## config.mk

```make
export PLATFORM = sky130hd
export DESIGN_NAME = dacfg_top
export DESIGN_NICKNAME = d
export VERILOG_FILES = /design/src/rtl/dacfg_pkg.sv /design/src/rtl/dacfg_reg8.sv /design/src/rtl/dacfg_top.sv
export SDC_FILE = /design/constraint.sdc
export NUM_CORES = 1
export LEC_CHECK = 0
export BUFFER_PORTS_ARGS = -buffer_cell sky130_fd_sc_hd__buf_2
export CORE_ASPECT_RATIO = 0.9
export CORE_MARGIN = 10
export CORE_UTILIZATION = 52
export CTS_CLUSTER_DIAMETER = 60
export DETAILED_ROUTE_END_ITERATION = 6
export PLACE_DENSITY = 0.82
export SLEW_MARGIN = 20
export SYNTH_ARGS = -nofsm -noshare
export SYNTH_HDL_FRONTEND = slang
export SYNTH_SLANG_ARGS = --single-unit
```

## constraint.sdc

```tcl
create_clock -name clock_i -period 2.3 [get_ports clock_i]
set_clock_uncertainty 0.1 [all_clocks]
set_input_delay 0.345 -clock clock_i [delete_from_list [all_inputs] [get_ports clock_i]]
set_output_delay 0.345 -clock clock_i [all_outputs]
set_load 0.01 [all_outputs]
```

## src/rtl/dacfg_pkg.sv

```systemverilog
package dacfg_pkg;
    localparam logic [7:0] OFFS_FIRST_ADDR = 8'hA3;
    localparam logic [7:0] OFFS_SECOND_ADDR = 8'hA4;
    localparam logic [7:0] AMP_CTRL_ADDR = 8'hDC;
    localparam logic [7:0] OFFS_FIRST_RST = 8'h00;
    localparam logic [7:0] OFFS_SECOND_RST = 8'h00;
    localparam logic [7:0] AMP_CTRL_RST = 8'h00;
    localparam int AMP_EN_BIT = 7;
    localparam int GAIN_HI = 6;
    localparam int GAIN_LO = 5;
    localparam int NEG_HI = 4;
    localparam int NEG_LO = 2;
    localparam int POS_HI = 1;
    localparam int POS_LO = 0;
    localparam logic [2:0] NEG_ADC_MUX = 3'h5;
    localparam logic [2:0] NEG_AGND = 3'h6;
    localparam logic [2:0] NEG_OPEN = 3'h7;
    localparam logic [1:0] POS_ADC_MUX = 2'h0;
    localparam logic [1:0] POS_AGND = 2'h3;
    localparam logic [5:0] GAIN_X1 = 6'h01;
    localparam logic [5:0] GAIN_X8 = 6'h08;
    localparam logic [5:0] GAIN_X16 = 6'h10;
    localparam logic [5:0] GAIN_X32 = 6'h20;
    localparam logic [5:0] GAIN_RST = 6'h01;
    localparam logic [7:0] RDATA_RST = 8'h00;
endpackage

```

## src/rtl/dacfg_reg8.sv

```systemverilog
`timescale 1ns/1ps
module dacfg_reg8 #(
    parameter logic [7:0] RESET_VALUE = 8'h00
) (
    // clock and reset
    input wire logic clock_i,
    input wire logic rst_i,
    // write side
    input wire logic we_i,
    input wire logic [7:0] data_i,
    // stored value
    output logic [7:0] q_o
);
    always_ff @(posedge clock_i or posedge rst_i) begin
        if (rst_i) begin
            q_o <= RESET_VALUE;
        end else if (we_i) begin
            q_o <= data_i;
        end
    end
endmodule

```

## src/rtl/dacfg_top.sv

```systemverilog
`timescale 1ns/1ps
module dacfg_top (
    // clock and reset
    input wire logic clock_i,
    input wire logic rst_i,
    // register port
    input wire logic [7:0] addr_i,
    input wire logic [7:0] wdata_i,
    input wire logic wr_i,
    input wire logic rd_i,
    output logic [7:0] rdata_o,
    // amplifier steering
    output logic amp_enable_o,
    output logic [5:0] gain_factor_o,
    output logic [2:0] neg_input_select_o,
    output logic neg_connected_o,
    output logic [1:0] pos_input_select_o,
    // offset values, signed
    output logic signed [7:0] offset_comp_first_o,
    output logic signed [7:0] offset_comp_second_o
);
    logic [7:0] ctrl_q;
    logic [7:0] ofs0_q;
    logic [7:0] ofs1_q;
    logic [7:0] rdata_next;
    logic [5:0] gain_reg;
    logic [5:0] gain_next;
    logic ctrl_wr;
    logic ofs0_wr;
    logic ofs1_wr;

    // write decode; a write to any other address is dropped
    always_comb begin
        ctrl_wr = 1'b0;
        ofs0_wr = 1'b0;
        ofs1_wr = 1'b0;
        if (wr_i && addr_i == dacfg_pkg::AMP_CTRL_ADDR) begin
            ctrl_wr = 1'b1;
        end else if (wr_i && addr_i == dacfg_pkg::OFFS_FIRST_ADDR) begin
            ofs0_wr = 1'b1;
        end else if (wr_i && addr_i == dacfg_pkg::OFFS_SECOND_ADDR) begin
            ofs1_wr = 1'b1;
        end
    end

    dacfg_reg8 #(.RESET_VALUE(dacfg_pkg::AMP_CTRL_RST)) u_ctrl (
        .clock_i(clock_i),
        .rst_i(rst_i),
        .we_i(ctrl_wr),
        .data_i(wdata_i),
        .q_o(ctrl_q)
    );
    dacfg_reg8 #(.RESET_VALUE(dacfg_pkg::OFFS_FIRST_RST)) u_ofs0 (
        .clock_i(clock_i),
        .rst_i(rst_i),
        .we_i(ofs0_wr),
        .data_i(wdata_i),
        .q_o(ofs0_q)
    );
    dacfg_reg8 #(.RESET_VALUE(dacfg_pkg::OFFS_SECOND_RST)) u_ofs1 (
        .clock_i(clock_i),
        .rst_i(rst_i),
        .we_i(ofs1_wr),
        .data_i(wdata_i),
        .q_o(ofs1_q)
    );

    // read data for one cycle only; unmapped reads zero
    always_comb begin
        if (addr_i == dacfg_pkg::AMP_CTRL_ADDR) begin
            rdata_next = ctrl_q;
        end else if (addr_i == dacfg_pkg::OFFS_FIRST_ADDR) begin
            rdata_next = ofs0_q;
        end else if (addr_i == dacfg_pkg::OFFS_SECOND_ADDR) begin
            rdata_next = ofs1_q;
        end else begin
            rdata_next = 8'h00;
        end
    end

    always_ff @(posedge clock_i or posedge rst_i) begin
        if (rst_i) begin
            rdata_o <= dacfg_pkg::RDATA_RST;
        end else if (rd_i) begin
            rdata_o <= rdata_next;
        end else begin
            rdata_o <= 8'h00;
        end
    end

    // decoded gain is registered so the analog side sees clean levels
    always_comb begin
        case (ctrl_q[dacfg_pkg::GAIN_HI:dacfg_pkg::GAIN_LO])
            2'h0: gain_next = dacfg_pkg::GAIN_X1;
            2'h1: gain_next = dacfg_pkg::GAIN_X8;
            2'h2: gain_next = dacfg_pkg::GAIN_X16;
            default: gain_next = dacfg_pkg::GAIN_X32;
        endcase
    end

    always_ff @(posedge clock_i or posedge rst_i) begin
        if (rst_i) begin
            gain_reg <= dacfg_pkg::GAIN_RST;
        end else begin
            gain_reg <= gain_next;
        end
    end

    assign gain_factor_o = gain_reg;
    assign amp_enable_o = ctrl_q[dacfg_pkg::AMP_EN_BIT];
    assign neg_input_select_o = ctrl_q[dacfg_pkg::NEG_HI:dacfg_pkg::NEG_LO];
    // open code routes nothing to the inverting input
    assign neg_connected_o = neg_input_select_o != dacfg_pkg::NEG_OPEN;
    assign pos_input_select_o = ctrl_q[dacfg_pkg::POS_HI:dacfg_pkg::POS_LO];
    assign offset_comp_first_o = ofs0_q;
    assign offset_comp_second_o = ofs1_q;
endmodule

```

# Word level (Yosys, flattened, before mapping)

Index checks and enable logic that the tools add are counted.

Flip-flop bits (word level): 38
Input bits: 20
Word-level logic and storage cells: 26

Equality and inequality tests: 6
Multiplexer cells: 11
Reductions and logical operators: 4

Operator list:

| kind                 | number |
|---|---|
| $mux W8              | 4 |
| $eq A8 B8 Y1 const B | 3 |
| $pmux W6 S3          | 1 |
| $mux W1              | 6 |
| $logic_and A1 B1 Y1  | 3 |
| $ne A3 B3 Y1 const B | 1 |
| $eq A2 B1 Y1 const B | 1 |
| $eq A2 B2 Y1 const B | 1 |
| $logic_not A2 Y1     | 1 |

# Depth between registers and ports, before layout

Gate-level depths: netlist of the first run.

Depth in word-level cells: 5
Gate-level depth with buffers: 4
Depth with buffers taken out: 3

# Hierarchy

From an unflattened synthesis of the first run, not the netlist that was laid out.

Cells, all modules: 115
Area, all modules: 1642.8 um^2

Modules (own cells, without submodules):

| module     | times used | cells each | area each (um^2) |
|---|---|---|---|
| dacfg_reg8 | 3          | 18         | 335.3 |
| dacfg_top  | 1          | 61         | 636.9 |

# Least setup slack after synthesis of the first run

No wires, ideal clock.

Path type: input-to-reg
From: input port addr_i[1]
To: register u_ofs0.q_o[0]
Setup time: 125 ps
Arrival: 1163 ps
Required time: 2075 ps
Path slack: 912 ps
Cell stages on the path: 4
Buffers on the path: 1
Cells stage by stage: and3b_2 > buf_4 > nand3_2 > mux2_2

Cells in the longest elaborated chain, start to end: 4

Ends and longest elaborated chain:

| element                | line             | text |
|---|---|---|
| start: declaration     | dacfg_top.sv:7   | `input wire logic [7:0] addr_i,` |
| $eq A8 B8 Y1           | dacfg_top.sv:39  | `end else if (wr_i && addr_i == dacfg_pkg::OFFS_FIRST_ADDR) begin` |
| $logic_and A1 B1 Y1    | dacfg_top.sv:39  |  |
| $mux W1                | dacfg_top.sv:39  |  |
| $mux W1 *              | dacfg_top.sv:37  | `if (wr_i && addr_i == dacfg_pkg::AMP_CTRL_ADDR) begin` |
| end signal: assignment | dacfg_reg8.sv:18 | `q_o <= data_i;` |
| end: declaration       | dacfg_reg8.sv:12 | `output logic [7:0] q_o` |

Mark *: on every way between the ends. The rest lies on a longest branch, timed or not.
A chain may end at the register's enable or synchronous reset.

# Worst setup path after layout of the first run

From: register u_ctrl.q_o[3]
To: output port neg_connected_o

Cells in the longest elaborated chain, start to end: 1

Ends and longest elaborated chain:

| element                  | line             | text |
|---|---|---|
| start: declaration       | dacfg_reg8.sv:12 |  |
| start signal: assignment | dacfg_reg8.sv:18 |  |
| $ne A3 B3 Y1             | dacfg_top.sv:113 | `assign neg_connected_o = neg_input_select_o != dacfg_pkg::NEG_OPEN;` |
| end: declaration         | dacfg_top.sv:16  | `output logic neg_connected_o,` |

No other way between the ends.

==> impl_metrics.tcl, run 1 <==
set metrics [dict create \
    grt_pass1_wl_um 5800 \
    start_util_pct 55.0 \
    clock_latency_ps 340 \
    vias_per_cell 5.24 \
    cp_top_family "flip-flops" \
    synth_cell_type_count 24 \
    avgRoutedWirePerCell_um 18.0 \
    synth_top_family_by_area "multiplexers" \
    yosys.area.top_type "dfrtp_1" \
    crit_chain "nand3_1, buf_2" \
    die_x_um 77.3 \
    grt_pass1_vias 1163 \
    synth_area_per_cell_um2 14.8 \
    post-route-util_pct 67.0 \
    clkSlewWorstSetupHoldPaths_ps 100 \
    synth_top_area_share_pct 57.0 \
    clockRootBuffer "clkbuf_4" \
    cts_buffers 5 \
    synth_xor_area_share_pct 0 \
    drt_iter0_drc 73 \
    drive_gt1_share_pct 60.0 \
    fmax_mhz 684 \
    p_leak_uw 0.00102 \
    antenna_found_initial 0 \
    drv_cap 0 \
    synthFlopType "dfrtp_1" \
    min_period_ps 1460 \
    synthTopCellsByArea "dfrtp_1, mux2_2, o2bb2ai_1" \
    yosys-mux-area-fraction_pct 17.6 \
    path_class "reg -> out" \
    outcome "finished clean" \
    syn_inst 104 \
    power.density_nw_per_um2 607 \
    place.gp.congestion 0.741 \
    dp_cells 191 \
    slew_violations 0 \
    cp-start-kind "register" \
    hold_violations 0 \
    track_usage_pct 13.4 \
    setup_viol 0 \
    clock-sinks 36 \
    chipHeight_um 71.6 \
    num-fill-cells 224 \
    arrival_ps 1020 \
    critical_path_buf_inv_count 1 \
    critPathMaxFanout 4 \
    synthAdderAreaFrac_pct 0 \
    dieArea_um2 5530 \
    rsz0062_at_grt "no" \
    cts_tree "yes" \
    synthToLayoutAreaGrowth_pct 21.7 \
    ys_ff_latch 36 \
    diodes 0 \
    post-route-drc-count 0 \
    worst_setup_path_end_kind "primary output" \
    cts_max_path_buffers 2 \
    synth.most_common_cell "dfrtp_1" \
    vdd_drop_max_mv 0.415 \
    ioPinCount 57 \
    critical_path.max_stage_delay_ps 430 \
    post-route-period-util_pct 63.6 \
    synthesis.area_um2 1540 \
    hpwl_um 2700 \
    antenna_left 0 \
    ys_seq_area_share_pct 58.7 \
    synthTopCellsByCount "dfrtp_1, mux2_2, a22oi_1, buf_4, o2bb2ai_1" \
    grt_max_degree 37 \
    synth-edff-count 0 \
    dr_total_vias 1048 \
    postCtsHoldBufs 1 \
    post_cts_buffers 0 \
    ys_async_sr_fraction_pct 100 \
    yosys_warnings 0 \
    yosys.area_share.simple_pct 9.77 \
    htreeDepth 2 \
    tns_ps 0 \
    drtPass1Iterations 4 \
    hold_class "in -> reg" \
    critPathSlowestCell "dfrtp_1" \
    cts.repair.resized 0 \
    port_buffers 54 \
    nets 179 \
    core_um2 2790 \
    grt-ovfl-total 0 \
    core.rowCount 18 \
    routed_wl_um 3610 \
    synth-compound-area-share_pct 8.47 \
    critPathRequiredTime_ps 1860 \
    fin_cells 200 \
]
[worst paths after layout]
kind / start / end / slack (ps) / cells after the start
worst max-delay path: u_ctrl.q_o[3] / neg_connected_o / 840 / 2
worst min-delay path: wdata_i[5] / u_ofs0.q_o[5] / 160 / 2
worst max register to register: u_ctrl.q_o[5] / u_ctrl.q_o[5] / 1370 / 1
worst min register to register: u_ctrl.q_o[6] / gain_factor_o[0] / 380 / 1
max in group asynchronous: rst_i / gain_factor_o[0] / 1240 / 4
min in group asynchronous: rst_i / u_ofs0.q_o[5] / 530 / 4
[layer usage]
| metal | up-vias | track usage [%] | wire length (um) |
|---|---|---|---|
| met3 | 7 | 5.99 | 276 |
| met4 | 0 | 6.68 | 86 |
| met1 | 517 | 14.1 | 1560 |
| li1 | 484 | - | - |
| met5 | - | 0 | 0 |
| met2 | 40 | 22.4 | 1680 |
[report_power, final]
| group | switching, uW | internal, uW |
|---|---|---|
| logic | 60.6 | 50.7 |
| registers | 17.7 | 657 |
| clock network | 204 | 145 |
| total | 282 | 853 |
[cell families after synthesis]
group                  Yosys count
flip-flops                      36
multiplexers                    24
AO/OA/AOI/OAI                   16
AND/OR/NAND/NOR                 16
buffers and inverters           11
other                            1
[layout by cell type (no fill, tap or decap), types with 2 or more instances in the layout]
cell type and n:
a22oi_1 8, and2b_1 2, clkinv_2 2, conb_1 2
o2bb2ai_1 8, mux2_2 24, buf_4 2, buf_2 54
clkbuf_4 5, nor2b_1 2, dfrtp_1 35
[cell type report]
cell class              count  area, um^2  share of cell area [%]
inverters                   1        3.75                   0.201
well taps                  40        50.0                    2.68
repair buffers             57         295                    15.8
clock inverters             2        10.0                   0.535
clock buffers               6        51.3                    2.74
flip-flops and latches     36         902                    48.2
multi-input cells          58         558                    29.8
[flip-flops by register name (all words and copies together) (netlist names)]
name / flops
u_ofs0.q_o: 8
rdata_o: 8
gain_factor_o: 4
u_ofs1.q_o: 8
u_ctrl.q_o: 8
[per-stage QoR]
stage / power [uW] / instance area, um^2 / worst slack [ps] / hold slack [ps]
final: 1130 / 1870 / 838 / 164
after global routing: 1180 / 1870 / 784 / 145
after CTS: 1150 / 1870 / 821 / 149
after detailed placement: 799 / 1800 / 660 / 366
after floorplan: 749 / 1540 / 912 / 326
after global placement: 794 / 1800 / 669 / 357
No activity file was read; power rests on OpenSTA's default activity.
==> inputs of run 2 (changes only) <==
- ABC_AREA: unset -> 1
- CORE_UTILIZATION: 52 -> 50
- PLACE_DENSITY: 0.82 -> 0.77
- clock period: 2.3 -> 1.5 ns (I/O delays scaled with it)
==> run 2 against run 1 <==
Largest cell class unchanged; final area increased by 16%; synthesized cell count grew 94%; clock-buffer cell count unchanged; setup slack got worse by 620 ps; die area is 15% higher; via count is 46% higher; critical path type unchanged; hold slack got worse by 100 ps; register-to-register slack got worse by 830 ps; power is 67% higher.
==> impl_metrics.tcl, run 2 <==
set metrics [dict create \
    cts_tree "yes" \
    synth.most_common_cell "nand2_1" \
    drtPass1Iterations 4 \
    clock-sinks 36 \
    drv_cap 0 \
    post-route-period-util_pct 85.7 \
    fmax_mhz 778 \
    critPathRequiredTime_ps 1170 \
    place.gp.congestion 0.774 \
    cp_top_family "flip-flops" \
    dr_total_vias 1531 \
    vias_per_cell 5.05 \
    synth-compound-area-share_pct 8.44 \
    hold_slack_ps 63.7 \
    nets 279 \
    core_um2 3400 \
    vdd_drop_max_mv 0.597 \
    post_cts_buffers 0 \
    ys_seq_area_share_pct 50.7 \
    synthesis.area_um2 1780 \
    path_class "reg -> out" \
    num-fill-cells 313 \
    outcome "finished clean" \
    layout_commonest_cell "buf_2" \
    grt_max_degree 37 \
    critPathSlowestCell "dfrtp_1" \
    critPathMaxFanout 4 \
    p_clk_share_pct 34.1 \
    grt_pass1_wl_um 7790 \
    synthTopCellsByArea "dfrtp_1, nand2_1, nand3_1" \
    min_period_ps 1290 \
    port_buffers 54 \
    post-route-drc-count 0 \
    synthAdderAreaFrac_pct 0 \
    antenna_found_initial 0 \
    synthFlopType "dfrtp_1" \
    p_switching_uw 501 \
    chipHeight_um 76.6 \
    dieArea_um2 6340 \
    track_usage_pct 14.6 \
    yosys.area.top_type "dfrtp_1" \
    switching_share_pct 26.4 \
    hpwl_um 3430 \
    cts_max_path_buffers 2 \
    ys_async_sr_fraction_pct 100 \
    p_leak_uw 0.00134 \
    clkSlewWorstSetupHoldPaths_ps 70 \
    synth_xor_area_share_pct 0 \
    ff2ff_setup_slack_ps 540 \
    seqPwrFrac_pct 54.7 \
    r2r_cells 4 \
    diodes 0 \
    ioPinCount 57 \
    cts_buffers 5 \
    core.rowCount 20 \
    yosys.area_share.simple_pct 30.4 \
    synthToLayoutAreaGrowth_pct 21.5 \
    synth-edff-count 0 \
    synth_area_per_cell_um2 8.80 \
    setup_viol 0 \
    drive_gt1_share_pct 34.7 \
    clock_latency_ps 290 \
    rsz0062_at_grt "no" \
    hold_violations 0 \
    synth_top_family_by_area "simple AND/OR/NAND/NOR gates" \
    hold_class "in -> reg" \
    start_util_pct 52.2 \
    synth_cell_type_count 21 \
    clockRootBuffer "clkbuf_8" \
    tns_ps 0 \
    arrival_ps 960 \
    layout_common_cells "buf_2, nand2_1, dfrtp_1" \
    yosys-mux-area-fraction_pct 0 \
    min_path_cells 3 \
    die_x_um 82.9 \
    p_int_uw 1400 \
    htreeDepth 2 \
    cp-start-kind "register" \
    critical_path.max_stage_delay_ps 440 \
    yosys_warnings 0 \
    slew_violations 0 \
    synthTopCellsByCount "nand2_1, dfrtp_1, nand3_1" \
    ys_ff_latch 36 \
    avgRoutedWirePerCell_um 14.7 \
    combPwrFrac_pct 11.2 \
    power.density_nw_per_um2 880 \
    worst_setup_path_end_kind "primary output" \
    antenna_left 0 \
    grt_pass1_vias 1613 \
    grt-ovfl-total 0 \
    critical_path_buf_inv_count 1 \
    crit_chain "nand3_1, buf_2" \
    cp_num_cells 2 \
    routed_wl_um 4460 \
    drt_iter0_drc 124 \
    synth_top_area_share_pct 49.3 \
    syn_inst 202 \
]
==> run 2: cell types whose count changed after synthesis, sizes merged, moves of 2 or more <==
cell,delta
nor2b,-2
and2b,-2
o2bb2ai,-8
nor2,+11
inv,+25
nand2,+58
mux2,-24
o21ai,+22
nand3,+31
a21oi,+2
a22oi,-8
==> run 2: layout make-up <==
cell class / count / area (um^2) / area share, %
timing repair buffer: 60 / 330 / 15.3
multi-input combinational: 130 / 698 / 32.3
sequential: 36 / 902 / 41.7
inverter: 26 / 97.6 / 4.52
clock inverter: 1 / 5.00 / 0.232
tap: 44 / 55.1 / 2.55
clock buffer: 6 / 72.6 / 3.36
==> run 2: kinds of logic after synthesis <==
| logic type | after synthesis |
|---|---|
| AND/OR/NAND/NOR | 104 |
| flip-flops | 36 |
| buffers and inverters | 37 |
| other | 1 |
| AO/OA/AOI/OAI | 24 |
==> run 2: worst reg2reg max path, delay by kind of cell, from the launching register on <==
kind / cells / cell delay [ps]
DFF: 1 / 440
and+or+nand+nor: 3 / 280
buffers and inverters: 1 / 40
==> run 2: repair_timing <==
| action | 4_1_cts | 5_1_grt |
|---|---|---|
| resized for setup | 0 | 0 |
| hold buffers | 1 | 0 |
| hold endpoints to repair | 35 | 0 |
==> run 2: worst paths after layout <==
kind                               start                to
max in group asynchronous          rst_i  gain_factor_o[0]
min                           wdata_i[7]     u_ofs1.q_o[7]
max                        u_ctrl.q_o[3]   neg_connected_o
min reg2reg                u_ctrl.q_o[6]  gain_factor_o[0]
min in group asynchronous          rst_i  gain_factor_o[5]
max reg2reg                u_ctrl.q_o[3]        rdata_o[3]
==> run 2: per-layer routing <==
layer	part of all wire [%]	global-route usage, %
met5	0	0
met2	46	21.4
met4	2.0	7.99
met3	6.7	4.81
met1	45	18.3
==> run 2: power groups by stage <==
stage               registers [uW]  logic [uW]  clock network (uW)
global placement              1060         210                   0
detailed placement            1060         214                   0
finish                        1040         212                 649
global route                  1040         240                 693
CTS                           1040         216                 657
floorplan                     1060         114                   0
==> run 2: stage by stage <==
step           worst slack, ps  util [%]  area (um^2)  cells  total power (uW)
2_1_floorplan              356         -         1780    203              1170
3_3_place_gp               174      60.9         2070    295              1260
3_5_place_dp               112      60.9         2070    295              1270
4_1_cts                    214      63.5         2160    303              1910
5_1_grt                    171      63.5         2160    303              1980
6_report                   214      63.5         2160    303              1900
